===== src/include/cgp_pkg.sv =====
// Shared constants and types for the current gauge PWM output block
package cgp_pkg;

	// ==========================================================
	// Clock and timing
	localparam int CGP_CLOCK_HZ        = 20_000_000;
	localparam int CGP_INTERVAL_US     = 6000;
	localparam int CGP_INTERVAL_CYCLES = CGP_INTERVAL_US * (CGP_CLOCK_HZ / 1_000_000);
	localparam int CGP_PWM_FREQ_HZ     = 160;
	localparam int CGP_LEVEL_COUNT     = 128;
	localparam int CGP_HALF_STEPS      = 2 * CGP_LEVEL_COUNT;
	// Longest half step that still meets the PWM rate, so rounded down
	localparam int CGP_STEP_CYCLES     = CGP_CLOCK_HZ / (CGP_PWM_FREQ_HZ * CGP_HALF_STEPS);

	// ==========================================================
	// Current scaling
	localparam int CGP_FULL_SCALE_1A_MA  = 1000;
	localparam int CGP_FULL_SCALE_2A_MA  = 2000;
	localparam int CGP_MOD_FULL_SCALE_MA = 2000;
	localparam int CGP_GAIN_NUM          = 22;
	localparam int CGP_GAIN_DEN          = 10;
	localparam int CGP_FRAC_BITS         = 24;

	// ==========================================================
	// Widths and types
	localparam int CGP_COUNT_W = 21;
	localparam int CGP_STEP_W  = 9;

	typedef logic [CGP_COUNT_W-1:0] cgp_count_t;
	typedef logic [CGP_STEP_W-1:0]  cgp_step_t;
	typedef logic [6:0]             cgp_level_t;
	typedef logic [7:0]             cgp_ramp_t;
	typedef logic signed [7:0]      cgp_current_t;

	localparam cgp_level_t   CGP_ZERO_LEVEL   = 7'h40;
	localparam cgp_level_t   CGP_MAX_LEVEL    = 7'h7f;
	localparam cgp_level_t   CGP_MIN_LEVEL    = 7'h00;
	localparam cgp_current_t CGP_CURRENT_HIGH = 8'h3f;
	localparam cgp_current_t CGP_CURRENT_LOW  = 8'hc0;
	localparam cgp_ramp_t    CGP_RAMP_TOP     = 8'hff;

	typedef enum logic [1:0] {
		CGP_SHUTDOWN,
		CGP_SETTLE,
		CGP_RUN
	} cgp_mode_t;

	// Filter result handed over at each interval end
	typedef struct packed {
		logic       valid;
		cgp_count_t ones;
	} cgp_dump_t;

endpackage


===== src/core/cgp_density_filter.sv =====
// Integrate-and-dump filter for the modulator pulse-density stream
`timescale 1ns/100ps
`default_nettype none
module cgp_density_filter #(
	parameter int INTERVAL_CYCLES = cgp_pkg::CGP_INTERVAL_CYCLES
) (
	// Clock and reset
	input  wire logic          clock,
	input  wire logic          rstN,
	// Stream
	input  wire logic          enable,
	input  wire logic          bitIn,
	// Result
	output cgp_pkg::cgp_dump_t dump
);
	import cgp_pkg::*;

	localparam cgp_count_t INTERVAL_LAST  = cgp_count_t'(INTERVAL_CYCLES - 1);
	localparam cgp_count_t INTERVAL_TOTAL = cgp_count_t'(INTERVAL_CYCLES);

	cgp_count_t cycles_r;
	cgp_count_t cycles_nxt;
	cgp_count_t ones_r;
	cgp_count_t ones_nxt;
	cgp_dump_t  dump_r;
	cgp_dump_t  dump_nxt;

	// ==========================================================
	// Accumulate ones over one whole slot, then dump and restart
	always_comb begin
		cycles_nxt = cycles_r;
		ones_nxt   = ones_r;
		dump_nxt   = '0;
		if (!enable) begin
			cycles_nxt = '0;
			ones_nxt   = '0;
		end else if (cycles_r == INTERVAL_LAST) begin
			dump_nxt.valid = 1'b1;
			dump_nxt.ones  = ones_r + cgp_count_t'(bitIn);
			cycles_nxt     = '0;
			ones_nxt       = '0;
		end else begin
			cycles_nxt = cycles_r + cgp_count_t'(1);
			ones_nxt   = ones_r + cgp_count_t'(bitIn);
		end
	end

	always_ff @(posedge clock or negedge rstN) begin
		if (!rstN) begin
			cycles_r <= '0;
			ones_r   <= '0;
			dump_r   <= '0;
		end else begin
			cycles_r <= cycles_nxt;
			ones_r   <= ones_nxt;
			dump_r   <= dump_nxt;
		end
	end

	assign dump = dump_r;

	// ==========================================================
	// Checks
	cgp_count_t sinceDump_r;

	always_ff @(posedge clock or negedge rstN) begin
		if (!rstN) begin
			sinceDump_r <= '0;
		end else if (!enable) begin
			sinceDump_r <= '0;
		end else if (dump_r.valid) begin
			sinceDump_r <= cgp_count_t'(1);
		end else begin
			sinceDump_r <= sinceDump_r + cgp_count_t'(1);
		end
	end
endmodule
`default_nettype wire


===== src/core/cgp_pwm_output.sv =====
// Current gauge back end: filtered bitstream to ramp-compared PWM output
`timescale 1ns/100ps
`default_nettype none
module cgp_pwm_output #(
	parameter int INTERVAL_CYCLES = cgp_pkg::CGP_INTERVAL_CYCLES,
	parameter int FULL_SCALE_MA   = cgp_pkg::CGP_FULL_SCALE_1A_MA,
	// Half-step length; shortening it lets a short run see whole PWM periods
	parameter int STEP_CYCLES     = cgp_pkg::CGP_STEP_CYCLES
) (
	// Clock and reset
	input  wire logic             clock,
	input  wire logic             reset_n,
	// Modulator and control
	input  wire logic             bitIn,
	input  wire logic             lowPowerRequest_n,
	// Outputs
	output logic                  pwmOut,
	output cgp_pkg::cgp_current_t measuredCurrent,
	output logic                  sampleValid
);
	import cgp_pkg::*;

	// ==========================================================
	// Constants
	localparam cgp_step_t  STEP_LAST      = cgp_step_t'(STEP_CYCLES - 1);
	localparam cgp_count_t INTERVAL_TOTAL = cgp_count_t'(INTERVAL_CYCLES);
	// Gain per unit density; 64-bit to keep the product of constants exact
	localparam longint GAIN_K_L =
		(longint'(CGP_LEVEL_COUNT) * CGP_GAIN_DEN * CGP_MOD_FULL_SCALE_MA
		* (longint'(1) << CGP_FRAC_BITS))
		/ (longint'(CGP_GAIN_NUM) * INTERVAL_CYCLES * FULL_SCALE_MA);
	// 32 bits: short slots give a gain far beyond 24 bits
	localparam logic signed [31:0] GAIN_K = 32'(GAIN_K_L);

	// ==========================================================
	// Reset release through two flops
	logic rstMeta_r;
	logic rstN;

	always_ff @(posedge clock or negedge reset_n) begin
		if (!reset_n) begin
			rstMeta_r <= 1'b0;
			rstN      <= 1'b0;
		end else begin
			rstMeta_r <= 1'b1;
			rstN      <= rstMeta_r;
		end
	end

	// ==========================================================
	// Filter
	cgp_dump_t dump;

	cgp_density_filter #(
		.INTERVAL_CYCLES (INTERVAL_CYCLES)
	) uFilter (
		.clock  (clock),
		.rstN   (rstN),
		.enable (lowPowerRequest_n),
		.bitIn  (bitIn),
		.dump   (dump)
	);

	// ==========================================================
	// Map slot density to a duty level
	logic signed [22:0] diff;
	logic signed [47:0] prod;
	logic signed [47:0] scaled;
	cgp_current_t       current;
	cgp_level_t         level;

	always_comb begin
		diff   = $signed({1'b0, dump.ones, 1'b0}) - $signed({2'b00, INTERVAL_TOTAL});
		prod   = $signed({{25{diff[22]}}, diff}) * $signed({{16{GAIN_K[31]}}, GAIN_K});
		scaled = prod >>> CGP_FRAC_BITS;
		// Beyond full scale the level saturates instead of wrapping
		if (scaled > 48'sd63) begin
			current = CGP_CURRENT_HIGH;
		end else if (scaled < -48'sd64) begin
			current = CGP_CURRENT_LOW;
		end else begin
			current = scaled[7:0];
		end
		// Offset by half scale: zero current lands on level 64
		level = {~current[6], current[5:0]};
	end

	// ==========================================================
	// Mode and latched duty
	cgp_mode_t    mode_r;
	cgp_mode_t    mode_nxt;
	cgp_level_t   duty_r;
	cgp_level_t   duty_nxt;
	cgp_current_t measured_r;
	cgp_current_t measured_nxt;

	always_comb begin
		mode_nxt     = mode_r;
		duty_nxt     = duty_r;
		measured_nxt = measured_r;
		if (!lowPowerRequest_n) begin
			mode_nxt     = CGP_SHUTDOWN;
			duty_nxt     = CGP_ZERO_LEVEL;
			measured_nxt = '0;
		end else begin
			case (mode_r)
				CGP_SHUTDOWN: begin
					mode_nxt = CGP_SETTLE;
				end
				CGP_SETTLE, CGP_RUN: begin
					// Duty moves only at a slot end, never mid-slot
					if (dump.valid) begin
						mode_nxt     = CGP_RUN;
						duty_nxt     = level;
						measured_nxt = current;
					end
				end
				default: begin
					mode_nxt = CGP_SHUTDOWN;
				end
			endcase
		end
	end

	always_ff @(posedge clock or negedge rstN) begin
		if (!rstN) begin
			mode_r     <= CGP_SHUTDOWN;
			duty_r     <= CGP_ZERO_LEVEL;
			measured_r <= '0;
		end else begin
			mode_r     <= mode_nxt;
			duty_r     <= duty_nxt;
			measured_r <= measured_nxt;
		end
	end

	// ==========================================================
	// Ramp and compare
	cgp_step_t step_r;
	cgp_step_t step_nxt;
	cgp_ramp_t ramp_r;
	cgp_ramp_t ramp_nxt;
	logic      pwm_r;
	logic      pwm_nxt;
	logic      valid_r;
	logic      valid_nxt;

	always_comb begin
		step_nxt  = step_r;
		ramp_nxt  = ramp_r;
		pwm_nxt   = 1'b0;
		valid_nxt = (mode_nxt == CGP_RUN);
		if (!lowPowerRequest_n) begin
			step_nxt = '0;
			ramp_nxt = '0;
		end else begin
			if (step_r == STEP_LAST) begin
				step_nxt = '0;
				ramp_nxt = ramp_r + 8'h01;
			end else begin
				step_nxt = step_r + cgp_step_t'(1);
			end
			// 256 half steps against 2N+1 gives (N + 1/2)/128
			pwm_nxt = (ramp_r < {duty_r, 1'b1});
		end
	end

	always_ff @(posedge clock or negedge rstN) begin
		if (!rstN) begin
			step_r  <= '0;
			ramp_r  <= '0;
			pwm_r   <= 1'b0;
			valid_r <= 1'b0;
		end else begin
			step_r  <= step_nxt;
			ramp_r  <= ramp_nxt;
			pwm_r   <= pwm_nxt;
			valid_r <= valid_nxt;
		end
	end

	assign pwmOut          = pwm_r;
	assign measuredCurrent = measured_r;
	assign sampleValid     = valid_r;
endmodule
`default_nettype wire


===== config.mk =====
export PLATFORM = sky130hd
export DESIGN_NAME = cgp_pwm_output
export DESIGN_NICKNAME = d
export VERILOG_FILES = /design/src/include/cgp_pkg.sv /design/src/core/cgp_density_filter.sv /design/src/core/cgp_pwm_output.sv
export SDC_FILE = /design/constraint.sdc
export NUM_CORES = 1
export LEC_CHECK = 0
export ABC_AREA = 1
export BUFFER_PORTS_ARGS = -buffer_cell sky130_fd_sc_hd__buf_2
export CORE_UTILIZATION = 31
export CTS_CLUSTER_DIAMETER = 120
export DETAILED_ROUTE_END_ITERATION = 10
export MAX_ROUTING_LAYER = met4
export PLACE_DENSITY_LB_ADDON = 0.12
export SLEW_MARGIN = 5
export SYNTH_ARGS = -nofsm -noshare
export SYNTH_HDL_FRONTEND = slang
export SYNTH_SLANG_ARGS = --single-unit

===== constraint.sdc =====
create_clock -name clock -period 8.82 [get_ports clock]
set_input_delay 0.882 -clock clock [delete_from_list [all_inputs] [get_ports clock]]
set_output_delay 0.882 -clock clock [all_outputs]
set_load 0.05 [all_outputs]

After elaboration in Yosys (flattened, before gate mapping)
Index checks and enable logic that the tools add are counted.
{"block": "totals", "register_bits": 102, "out_inout_bits": 10}
{"block": "op_classes", "addsub": 5, "mul": 1, "magnitude_cmp": 3, "n_eq_ne": 8, "muxes": 22, "bitwise_logic": 1, "reduce_logical": 3}
{"op": "21-bit two-way mux", "n": 4}
{"op": "8-bit two-way mux", "n": 7}
{"op": "22-bit two-way mux", "n": 2}
{"op": "23-bit by 13-bit multiplier with 36-bit output (second input constant)", "n": 1}
{"op": "22-bit by 17-bit subtractor with 23-bit output (second input constant)", "n": 1}
{"op": "21-bit by 1-bit adder with 21-bit output", "n": 1}
{"op": "21-bit by 1-bit adder with 21-bit output (second input constant)", "n": 1}
{"op": "21-bit by 17-bit == test with 1-bit output (second input constant)", "n": 1}
{"op": "7-bit two-way mux", "n": 3}
{"op": "9-bit two-way mux", "n": 2}
{"op": "14-bit by 7-bit greater-than comparator with 1-bit output (second input constant)", "n": 1}
{"op": "14-bit by 7-bit < comparator with 1-bit output (second input constant)", "n": 1}
{"op": "9-bit by 1-bit adder with 9-bit output (second input constant)", "n": 1}
{"op": "9-bit == test (second input constant)", "n": 1}
{"op": "8-bit by 1-bit adder with 8-bit output (second input constant)", "n": 1}
{"op": "8-bit < comparator", "n": 1}
{"op": "2-bit by 1-bit inequality test with 1-bit output (second input constant)", "n": 3}
{"op": "2-bit == test (second input constant)", "n": 2}
{"op": "2-bit two-way mux", "n": 2}
{"op": "2-bit case mux with 2 select lines", "n": 1}
{"op": "2-bit by 1-bit == test with 1-bit output (second input constant)", "n": 1}
{"op": "2-bit logical NOT", "n": 1}
{"op": "2-bit AND reduction", "n": 1}
{"op": "2-bit OR reduction", "n": 1}
{"op": "other kinds (2)", "n": 2}

Logic depth before layout (Yosys ltp)
Gate-level depths: netlist of the first run.
{"block": "depth", "depth_word": 9, "mapped_depth": 40}

Hierarchy
A second synthesis of the first run with hierarchy kept.
{"block": "hier_totals", "hier_cells": 1479, "hier_area_um2": 11497.3}
{"mod": "cgp_pwm_output", "instances": 1, "cells_each": 1108, "area_per_inst_um2": 8391.8, "seq_area_each_um2": 802.0}
{"mod": "cgp_density_filter", "instances": 1, "cells_each": 371, "area_per_inst_um2": 3105.5, "seq_area_each_um2": 1601.5}

Worst setup path before layout of the first run
OpenSTA, ideal clock, no wires.
{"block": "synth_path", "kind": "register to register", "startpoint": "register uFilter.dump_r (netlist bit uFilter.dump[6])", "endpoint": "register duty_r[5]", "t_arrival_ps": 6200, "slack_ps": 2503, "path_stages_with_launch": 32, "n_path_buf": 0, "path_cell_list": "dfrtp_1 ha_1 inv_1 nand2_2 nand2_2 nand2_2 a21o_4 a31oi_1 ha_1 xnor2_1 fa_1 fa_1 fa_1 inv_1 fa_1 inv_1 ha_1 nand2_1 nor3_2 nand2_1 nor3_1 nand2_1 nand2_1 nand2_2 nand3_1 nor2_1 nand2_1 nand2_4 nand2_1 nand2_1 nand2_1 nand2_1"}
{"block": "synth_between", "elab_chain_cells": 8, "elab_cells_between_ends": 9}
{"element": "from (decl)", "line_no": "cgp_density_filter.sv:25", "rtl": "cgp_dump_t dump_r;"}
{"element": "from (signal assigned)", "line_no": "cgp_density_filter.sv:56", "rtl": "dump_r <= dump_nxt;"}
{"element": "22-bit by 17-bit subtractor with 23-bit output *", "line_no": "cgp_pwm_output.sv:73", "rtl": "diff = $signed({1'b0, dump.ones, 1'b0}) - $signed({2'b00, INTERVAL_TOTAL});"}
{"element": "23-bit by 13-bit multiplier with 36-bit output *", "line_no": "cgp_pwm_output.sv:74", "rtl": "prod = $signed({{25{diff[22]}}, diff}) * $signed({{16{GAIN_K[31]}}, GAIN_K});"}
{"element": "14-bit by 7-bit < comparator with 1-bit output", "line_no": "cgp_pwm_output.sv:79", "rtl": "end else if (scaled < -48'sd64) begin"}
{"element": "8-bit two-way mux", "line_no": "cgp_pwm_output.sv:79"}
{"element": "8-bit two-way mux *", "line_no": "cgp_pwm_output.sv:77", "rtl": "if (scaled > 48'sd63) begin"}
{"element": "7-bit two-way mux *", "line_no": "cgp_pwm_output.sv:112", "rtl": "if (dump.valid) begin"}
{"element": "7-bit two-way mux *", "line_no": "cgp_pwm_output.sv:106", "rtl": "case (mode_r)"}
{"element": "7-bit two-way mux *", "line_no": "cgp_pwm_output.sv:101", "rtl": "if (!lowPowerRequest_n) begin"}
{"element": "to (signal assigned)", "line_no": "cgp_pwm_output.sv:132", "rtl": "duty_r <= duty_nxt;"}
{"element": "to (decl)", "line_no": "cgp_pwm_output.sv:92", "rtl": "cgp_level_t duty_r;"}
Mark *: on every way between the ends. The rest lies on a longest branch, timed or not. The select of a mux whose other input is x is not followed.
A chain may end at the register's enable or synchronous reset.

Final worst setup path of the first run
Ends and elaborated chain as after synthesis.

==> flow_metrics.py, run 1 <==
metrics = {
    "outcome": {
        "status": "completed",
    },
    "yosys": {
        "async_flop_share_pct": 100,
        "syn_avg_cell_area_sq_um": 8.04,
        "synth_nets": 1602,
        "yosysTopAreaCell": "fa_1",
        "synth_area_leaders": "fa_1, dfrtp_1, ha_1, inv_1, nand2_1",
        "synthTopCellsByCount": "inv_1, nand2_1, fa_1",
        "yosys_warnings": 0,
        "ys.flop_type": "dfrtp_1",
        "ys_seq_elements": 96,
        "synth.cell_area_sq_um": 11000,
        "ys_seq_area_share_pct": 21.8,
        "synth_edf_count": 0,
        "synthCells": 1372,
        "post_synth_num_cell_types": 51,
        "synth_top_area_share_pct": 22.3,
        "synth.most_common_cell": "inv_1",
    },
    "clocking": {
        "htreeDepth": 3,
        "tritoncts": "built",
        "cts_resized": 0,
        "cts-root-buf": "clkbuf_16",
        "clk_latency_ns": 0.36,
        "cts_hold_buf": 0,
        "clk_pin_slew_ns": 0.07,
        "cts_made_buffers": 9,
        "cts.sinks": 96,
        "postCtsSetupRepairBufs": 0,
        "cts_buffer_depth": 2,
    },
    "sta": {
        "rsz0062_at_grt": "no",
        "period_share_pct": 73.7,
        "hold_violations": 0,
        "tns_ns": 0,
        "fmax_mhz": 154,
        "hold_slack_ns": 0.185,
        "period_minus_slack_ns": 6.50,
        "slew_violations": 0,
        "max_slew_margin_pct": 33.5,
        "finalSetupViolCount": 0,
        "fin_skew_ns": 0.0152,
        "worstMarginPinSlew_ns": 0.998,
    },
    "route": {
        "drc": 0,
        "wl_per_cell_microns": 13.8,
        "postRouteAntennaNets": 0,
        "drt-initial-drc-count": 404,
        "avgViaCountPerCell": 4.32,
        "postRouteWirelength_mm": 25.5,
        "drtPass1Iterations": 4,
        "num_vias": 7963,
    },
    "placement": {
        "dp_hpwl_mm": 22.1,
        "place_inst": 1830,
        "globalplace.congestion": 0.915,
        "io_buffers": 13,
    },
    "grt": {
        "antenna_found_initial": 0,
        "use_met2_pct": 25.9,
        "grt_pass1_vias": 8444,
        "grt_usage_pct": 15.8,
        "grt_max_degree": 78,
        "top_usage_layer": "met2",
        "gr-usage-met3_pct": 1.69,
        "grt_util_met1_pct": 21.1,
        "grt_overflow": 0,
        "grt_pass1_wl_mm": 43.2,
    },
    "critical_path": {
        "crit_fanout": 7,
        "crit_path_frequent_cell": "nand2_1",
        "critPathCaptureType": "flip-flop",
        "setup.worst_path.start_class": "flip-flop",
        "slowest_delay_ns": 0.55,
        "critPathRequiredTime_ns": 9.12,
        "crit_slowest_cell": "fa_1",
        "path_class": "flip-flop to flip-flop",
        "arrival_ns": 6.80,
    },
    "floorplan": {
        "die_y_microns": 191,
        "die_w_microns": 191,
        "io_pins": 14,
        "rows": 68,
        "core_sq_um": 34800,
        "dieArea_sq_um": 36300,
        "initial_core_util_pct": 31.7,
    },
    "worst_hold_path": {
        "hp-class": "flip-flop to asynchronous set/reset pin",
    },
    "power": {
        "total_power_mw": 0.898,
        "power_density_nw_per_um2": 75.4,
        "ir_worst_vdd_mv": 0.0812,
        "p_leak_nw": 6.32,
    },
    "final_layout": {
        "finalNetCount": 1616,
        "layoutNonFillerInstCount": 1845,
        "diodes": 0,
        "multiInputGateArea_sq_um": 7270,
        "fillCellCount": 3701,
        "area_growth_pct": 7.95,
        "drive_above_1_share_pct": 6.40,
        "register_area_sq_um": 2410,
    },
    "job": {
        "cap_violations": 0,
    },
}
## worst paths after layout
kind | end | start | slack (ns) | cells after the start
setup / recovery | duty_r[5]$_DFFE_PN0P_ | uFilter.dump[6]$_DFF_PN0_ | 2.32 | 35
hold / removal | uFilter.cycles_r[15]$_DFF_PN0_ | rstN$_DFF_PN0_ | 0.18 | 0
setup reg to reg | duty_r[5]$_DFFE_PN0P_ | uFilter.dump[6]$_DFF_PN0_ | 2.32 | 35
hold reg to reg | uFilter.cycles_r[15]$_DFF_PN0_ | rstN$_DFF_PN0_ | 0.18 | 0
max in group asynchronous | uFilter.dump[6]$_DFF_PN0_ | rstN$_DFF_PN0_ | 7.37 | 1
min in group clock | rstN$_DFF_PN0_ | rstMeta_r$_DFF_PN0_ | 0.35 | 0
## critical path: cells and delay by family, from the launching register on
family | cells | cell delay [ns]
fa+ha+maj | 6 | 2.91
simple gates | 22 | 1.98
xor+xnor | 2 | 0.61
flops | 1 | 0.47
buf+inv | 4 | 0.31
compound gates | 1 | 0.14
## placed cells by master (no fill, tap or decap), types with 14 or more instances in the layout
cell type / Yosys / routed
inv_1: 335 / 335
nand2_1: 290 / 290
fa_1: 123 / 123
nor2_1: 122 / 122
ha_1: 103 / 103
dfrtp_1: 95 / 94
a21oi_1: 45 / 45
xor2_1: 43 / 43
nand3_1: 40 / 40
xnor2_1: 24 / 24
nor3_1: 22 / 22
o21ai_0: 20 / 20
nand2_2: 14 / 14
## metrics by stage
step           util, %  area (sq um)  worst slack, ns
6_report          34.2         11900             2.32
5_1_grt           34.2         11900             1.64
4_1_cts           34.2         11900             2.28
3_5_place_dp      33.4         11600             2.31
3_3_place_gp      33.4         11600             2.30
2_1_floorplan        -         11000             2.50
## logic make-up after synthesis
logic type	after synthesis	synth area share, %
AOI/OAI and AO/OA	84	4.28
xor gates and xnor gates	71	6.11
adders and majority gates	226	34.0
buffers and inverters	354	12.3
DFF	96	21.8
other	2	0.0681
and+or+nand+nor	539	21.5
## layer usage
| layer | up-vias | routed length [microns] |
|---|---|---|
| met5 | - | 0 |
| met4 | 0 | 251 |
| met3 | 12 | 370 |
| met2 | 46 | 11900 |
| met1 | 3783 | 12900 |
| li1 | 4122 | - |
## power breakdown
group / switching (mW) / total, mW / leakage [nW] / internal, mW
Combinational: 0.0356 / 0.0484 / 4.86 / 0.0128
Sequential: 0.00473 / 0.451 / 1.32 / 0.446
Clock: 0.178 / 0.399 / 0.146 / 0.220
## sequential cells by signal, indices dropped and copies added (netlist names)
| register | count |
|---|---|
| pwmOut | 1 |
| sampleValid | 1 |
| measuredCurrent | 2 |
| step_r | 9 |
| duty_r | 7 |
| mode_r | 2 |
| ramp_r | 8 |
| uFilter.ones_r | 21 |
| rstMeta_r | 1 |
| uFilter.cycles_r | 21 |
| rstN | 1 |
| uFilter.dump | 22 |
## layout make-up
class	count	share of cell area, %
clock buffers	9	1.89
clock inverters	6	0.557
inverters	341	10.7
multi-input cells	922	61.1
flip-flops and latches	96	20.2
well taps	455	4.78
repair buffers	16	0.735
(Power assumes the default switching activity.)
==> run 2: changes to the inputs <==
==> constraint.sdc (replaced) <==
create_clock -name clock -period 5.5 [get_ports clock]
set_input_delay 0.55 -clock clock [delete_from_list [all_inputs] [get_ports clock]]
set_output_delay 0.55 -clock clock [all_outputs]
set_load 0.05 [all_outputs]
==> flow_metrics.py, run 2 (same netlist as run 1, synthesis figures left out) <==
metrics = {
    "power": {
        "netSwitchingFraction_pct": 25.2,
        "clkPwrFrac_pct": 45.1,
        "p_seq_share_pct": 49.2,
        "p_leak_nw": 7.22,
        "combPwrFrac_pct": 5.6,
        "power.switching_mw": 0.372,
        "intPower_mw": 1.11,
        "power_density_nw_per_um2": 105,
        "ir_worst_vdd_mv": 0.161,
        "total_power_mw": 1.48,
    },
    "sta": {
        "rsz0062_at_grt": "yes",
        "hold_slack_ns": 0.353,
        "finalSetupViolCount": 9,
        "slew_violations": 0,
        "fin_skew_ns": 0.0206,
        "fmax_mhz": 171,
        "worstMarginPinSlew_ns": 0.750,
        "period_share_pct": 106,
        "max_slew_margin_pct": 50.0,
        "period_minus_slack_ns": 5.86,
        "hold_violations": 0,
        "worst_slack_ns": -0.355,
    },
    "critical_path": {
        "slowest_delay_ns": 0.55,
        "arrival_ns": 6.15,
        "critPathRequiredTime_ns": 5.80,
        "setup.worst_path.start_class": "flip-flop",
        "crit_fanout": 6,
        "crit_slowest_cell": "fa_2",
        "path_class": "flip-flop to flip-flop",
        "crit_path_frequent_cell": "nand2_1",
        "reg2reg_slack_ns": -0.36,
        "critPathCaptureType": "flip-flop",
    },
    "grt": {
        "grt_pass1_wl_mm": 46.3,
        "grt_pass1_vias": 9220,
        "grt_usage_pct": 16.7,
        "grt_overflow": 0,
        "antenna_found_initial": 0,
        "grt_max_degree": 56,
    },
    "final_layout": {
        "layout_commonest_cell": "inv_1",
        "diodes": 0,
        "finalNetCount": 1782,
        "largest_register_ffs": 22,
        "drive_above_1_share_pct": 24.7,
        "final_cell_mix": "inv_1, nand2_1, buf_4",
        "final_util_pct": 40.5,
        "fillCellCount": 3542,
        "area_growth_pct": 27.8,
    },
    "outcome": {
        "status": "finished, violations left",
        "violations": "setup timing",
    },
    "route": {
        "wl_per_cell_microns": 13.4,
        "highest_layer": "met4",
        "drt-initial-drc-count": 206,
        "postRouteAntennaNets": 0,
        "num_vias": 8583,
        "avgViaCountPerCell": 4.27,
        "drtPass1Iterations": 5,
        "met2_length_mm": 12.9,
        "met1_length_mm": 13.4,
        "dr_wl_met3_microns": 399,
        "postRouteWirelength_mm": 27.0,
        "drc": 0,
    },
    "placement": {
        "globalplace.congestion": 0.850,
        "dp_hpwl_mm": 23.2,
        "io_buffers": 13,
    },
    "clocking": {
        "cts_made_buffers": 9,
        "cts.sinks": 96,
        "clk_latency_ns": 0.36,
        "tritoncts": "built",
        "htreeDepth": 3,
        "cts-root-buf": "clkbuf_16",
        "clk_pin_slew_ns": 0.08,
        "cts_buffer_depth": 2,
    },
    "floorplan": {
        "dieArea_sq_um": 36300,
        "die_w_microns": 191,
        "die_y_microns": 191,
        "core_sq_um": 34800,
        "io_pins": 14,
        "rows": 68,
        "initial_core_util_pct": 31.7,
    },
    "worst_hold_path": {
        "hp-class": "flip-flop to flip-flop",
    },
    "job": {
        "cap_violations": 0,
    },
}
==> run 2: cell count changes in the layout (fill, tap and decap cells not counted), moves of 11 or more <==
cell,before,now
buf_4,3,162
nand2_1,290,256
ha_1,103,79
ha_4,0,22
nand2_2,14,35
nor2_1,122,104
inv_1,335,322
inv_2,6,18
nand2_4,4,16
nor2_4,0,12
xor2_1,43,31
a21oi_1,45,34
==> run 2: final timing paths <==
| path | from | endpoint | cells after the start |
|---|---|---|---|
| worst min register to register | rstMeta_r$_DFF_PN0_ | rstN$_DFF_PN0_ | 0 |
| min in group asynchronous | rstN$_DFF_PN0_ | uFilter.cycles_r[16]$_DFF_PN0_ | 0 |
| worst max register to register | uFilter.dump[6]$_DFF_PN0_ | duty_r[3]$_DFFE_PN0P_ | 35 |
| max in group asynchronous | rstN$_DFF_PN0_ | uFilter.dump[5]$_DFF_PN0_ | 1 |
| worst max-delay path | uFilter.dump[6]$_DFF_PN0_ | duty_r[3]$_DFFE_PN0P_ | 35 |
| worst min-delay path | rstMeta_r$_DFF_PN0_ | rstN$_DFF_PN0_ | 0 |
==> run 2: layer usage <==
| layer | vias up | track usage [%] |
|---|---|---|
| met2 | 44 | 27.9 |
| met5 | - | - |
| li1 | 4440 | - |
| met1 | 4081 | 22.1 |
| met4 | 0 | 2.86 |
| met3 | 18 | 1.69 |
==> run 2: repair_timing <==
item | in CTS | in global routing
setup buffers | 17 | 7
cloned | 0 | 0
setup endpoints to repair | 9 | 9
hold buffers | 1 | 0
resized for setup | 82 | 49
pin swaps | 76 | 49
hold endpoints to repair | 2 | 0
==> run 2: final cells by class <==
class	instances	area (sq um)	share of cell area, %
multi-input cells	922	8130	57.7
flip-flops and latches	96	2410	17.1
repair buffers	182	1390	9.89
inverters	341	1280	9.10
well taps	455	569	4.04
clock buffers	9	225	1.60
clock inverters	7	83.8	0.595
==> run 2: stage by stage <==
step,std cells,setup WS (ns),TNS (ns),area (sq um)
floorplan,1372,-0.0633,-0.372,11300
global placement,1971,-0.659,-5.11,13000
detailed placement,1971,-0.639,-4.83,13000
CTS,2005,-0.406,-3.34,13800
global route,2012,-0.692,-5.52,14100
finish,2012,-0.355,-2.83,14100
==> run 2: power by group through the flow <==
stage | Combinational [mW] | Clock [mW] | Sequential, mW
2_1_floorplan | 0.0420 | 0 | 0.749
3_3_place_gp | 0.0752 | 0 | 0.742
3_5_place_dp | 0.0754 | 0 | 0.743
4_1_cts | 0.0817 | 0.688 | 0.729
5_1_grt | 0.0952 | 0.718 | 0.731
6_report | 0.0833 | 0.667 | 0.728
==> run 2: critical path: cells and delay by family (launching register included) <==
family | cells | cell delay (ns)
compound gates | 1 | 0.24
xor+xnor | 1 | 0.15
fa+ha+maj | 7 | 2.93
buf+inv | 5 | 0.34
flops | 1 | 0.44
simple gates | 21 | 1.66
==> run 3: changes to the inputs <==
--- a/config.mk
+++ b/config.mk
@@ -16,3 +16,4 @@
 export SYNTH_ARGS = -nofsm -noshare
 export SYNTH_HDL_FRONTEND = slang
 export SYNTH_SLANG_ARGS = --single-unit
+export TNS_END_PERCENT = 30
==> flow_metrics.py, run 3 (same netlist as run 1, synthesis figures left out) <==
metrics = {
    "placement": {
        "globalplace.congestion": 0.868,
        "dp_hpwl_mm": 23.0,
        "placed_area_sq_um": 13000,
        "io_buffers": 13,
        "dp_slack_ns": -0.552,
    },
    "sta": {
        "rsz0062_at_grt": "yes",
        "period_share_pct": 107,
        "worstMarginPinSlew_ns": 0.667,
        "hold_violations": 0,
        "finalSetupViolCount": 9,
        "fin_skew_ns": 0.0109,
        "worst_slack_ns": -0.399,
        "slew_violations": 0,
        "max_slew_margin_pct": 55.5,
        "tns_ns": -3.30,
        "fmax_mhz": 170,
        "period_minus_slack_ns": 5.90,
    },
    "final_layout": {
        "largest_register_ffs": 22,
        "area_growth_pct": 26.7,
        "final_cell_mix": "inv_1, nand2_1, buf_4",
        "diodes": 0,
        "drive_above_1_share_pct": 24.8,
        "post-route-cell-area_sq_um": 14000,
        "fillCellCount": 3591,
        "finalNetCount": 1784,
        "final_util_pct": 40.2,
        "layout_commonest_cell": "inv_1",
    },
    "route": {
        "num_vias": 8600,
        "avgViaCountPerCell": 4.27,
        "wl_per_cell_microns": 13.3,
        "drc": 0,
        "postRouteAntennaNets": 0,
        "drtPass1Iterations": 6,
        "postRouteWirelength_mm": 26.8,
        "drt-initial-drc-count": 344,
    },
    "grt": {
        "grt_usage_pct": 16.6,
        "grt_overflow": 0,
        "grt_pass1_vias": 9098,
        "grt_pass1_wl_mm": 45.7,
        "antenna_found_initial": 0,
        "grt_max_degree": 53,
    },
    "outcome": {
        "status": "finished, violations left",
        "violations": "setup timing",
    },
    "clocking": {
        "clk_latency_ns": 0.37,
        "cts.sinks": 96,
        "cts_made_buffers": 9,
        "cts_buffer_depth": 2,
        "htreeDepth": 3,
        "cts-root-buf": "clkbuf_16",
        "clk_pin_slew_ns": 0.07,
        "tritoncts": "built",
    },
    "critical_path": {
        "r2r_end": "duty_r[0]$_DFFE_PN0P_",
        "setup.worst_path.start_class": "flip-flop",
        "critPathRequiredTime_ns": 5.80,
        "reg2reg_slack_ns": -0.40,
        "arrival_ns": 6.20,
        "critPathCaptureType": "flip-flop",
        "slowest_delay_ns": 0.57,
        "reg2reg_depth": 32,
        "crit_slowest_cell": "fa_1",
        "startpoint": "uFilter.dump[5]$_DFF_PN0_",
        "worstReg2RegStart": "uFilter.dump[5]$_DFF_PN0_",
        "path_class": "flip-flop to flip-flop",
        "crit_fanout": 6,
    },
    "power": {
        "ir_worst_vdd_mv": 0.228,
        "p_leak_nw": 7.19,
        "power_density_nw_per_um2": 103,
    },
    "job": {
        "cap_violations": 0,
    },
    "floorplan": {
        "io_pins": 14,
        "rows": 68,
        "die_w_microns": 191,
        "initial_core_util_pct": 31.7,
        "die_y_microns": 191,
        "core_sq_um": 34800,
        "dieArea_sq_um": 36300,
    },
    "worst_hold_path": {
        "hp-class": "flip-flop to asynchronous set/reset pin",
    },
}
[run 3: what timing repair did]
action	CTS	global route
endpoints found under the setup margin	9	9
hold buffers	1	0
gates resized for setup	35	95
pin swaps	29	92
hold endpoints to repair	2	0
buffers inserted	8	14
[run 3: how the worst max path moves through the flow]
stage | to
floorplan | duty_r[0]$_DFFE_PN0P_
global placement | duty_r[2]$_DFFE_PN0P_
detailed placement | duty_r[2]$_DFFE_PN0P_
CTS | duty_r[0]$_DFFE_PN0P_
global route | duty_r[0]$_DFFE_PN0P_
finish | duty_r[0]$_DFFE_PN0P_
[run 3: report_power, final]
group | switching [mW] | internal, mW | total (mW) | leakage (nW)
Clock | 0.302 | 0.326 | 0.628 | 0.141
Combinational | 0.0561 | 0.0274 | 0.0835 | 5.73
Sequential | 0.0113 | 0.715 | 0.726 | 1.32
Total | 0.370 | 1.07 | 1.44 | 7.19
[run 3: final cells by class]
cell class / instances / area [sq um] / area share, %
inverters: 341 / 1280 / 9.18
clock inverters: 6 / 50.0 / 0.358
clock buffers: 10 / 239 / 1.71
well taps: 455 / 569 / 4.07
flip-flops and latches: 96 / 2410 / 17.2
multi-input cells: 922 / 8060 / 57.7
repair buffers: 184 / 1370 / 9.79
[run 3: critical path, delay by kind of cell (launching register included)]
family / cells / cell delay, ns
AO/OA/AOI/OAI: 1 / 0.27
adder cells (fa/ha/maj): 7 / 3.06
buffers and inverters: 5 / 0.30
XOR/XNOR: 2 / 0.35
flip-flops: 1 / 0.44
AND/OR/NAND/NOR: 17 / 1.39
[run 3: stage by stage]
step	power (mW)	instances	hold WS, ns
finish	1.44	2014	0.325
global route	1.50	2014	0.370
CTS	1.46	2000	0.360
detailed placement	0.820	1975	0.338
global placement	0.820	1975	0.337
floorplan	0.791	1372	0.254
[run 3: metal layers]
layer / part of all wire, % / GRT usage, % / wire, microns
met3: 1.5 / 1.51 / 405
met1: 50 / 22.4 / 13500
met4: 1.2 / 3.63 / 318
met5: 0 / - / 0
met2: 47 / 27.0 / 12600
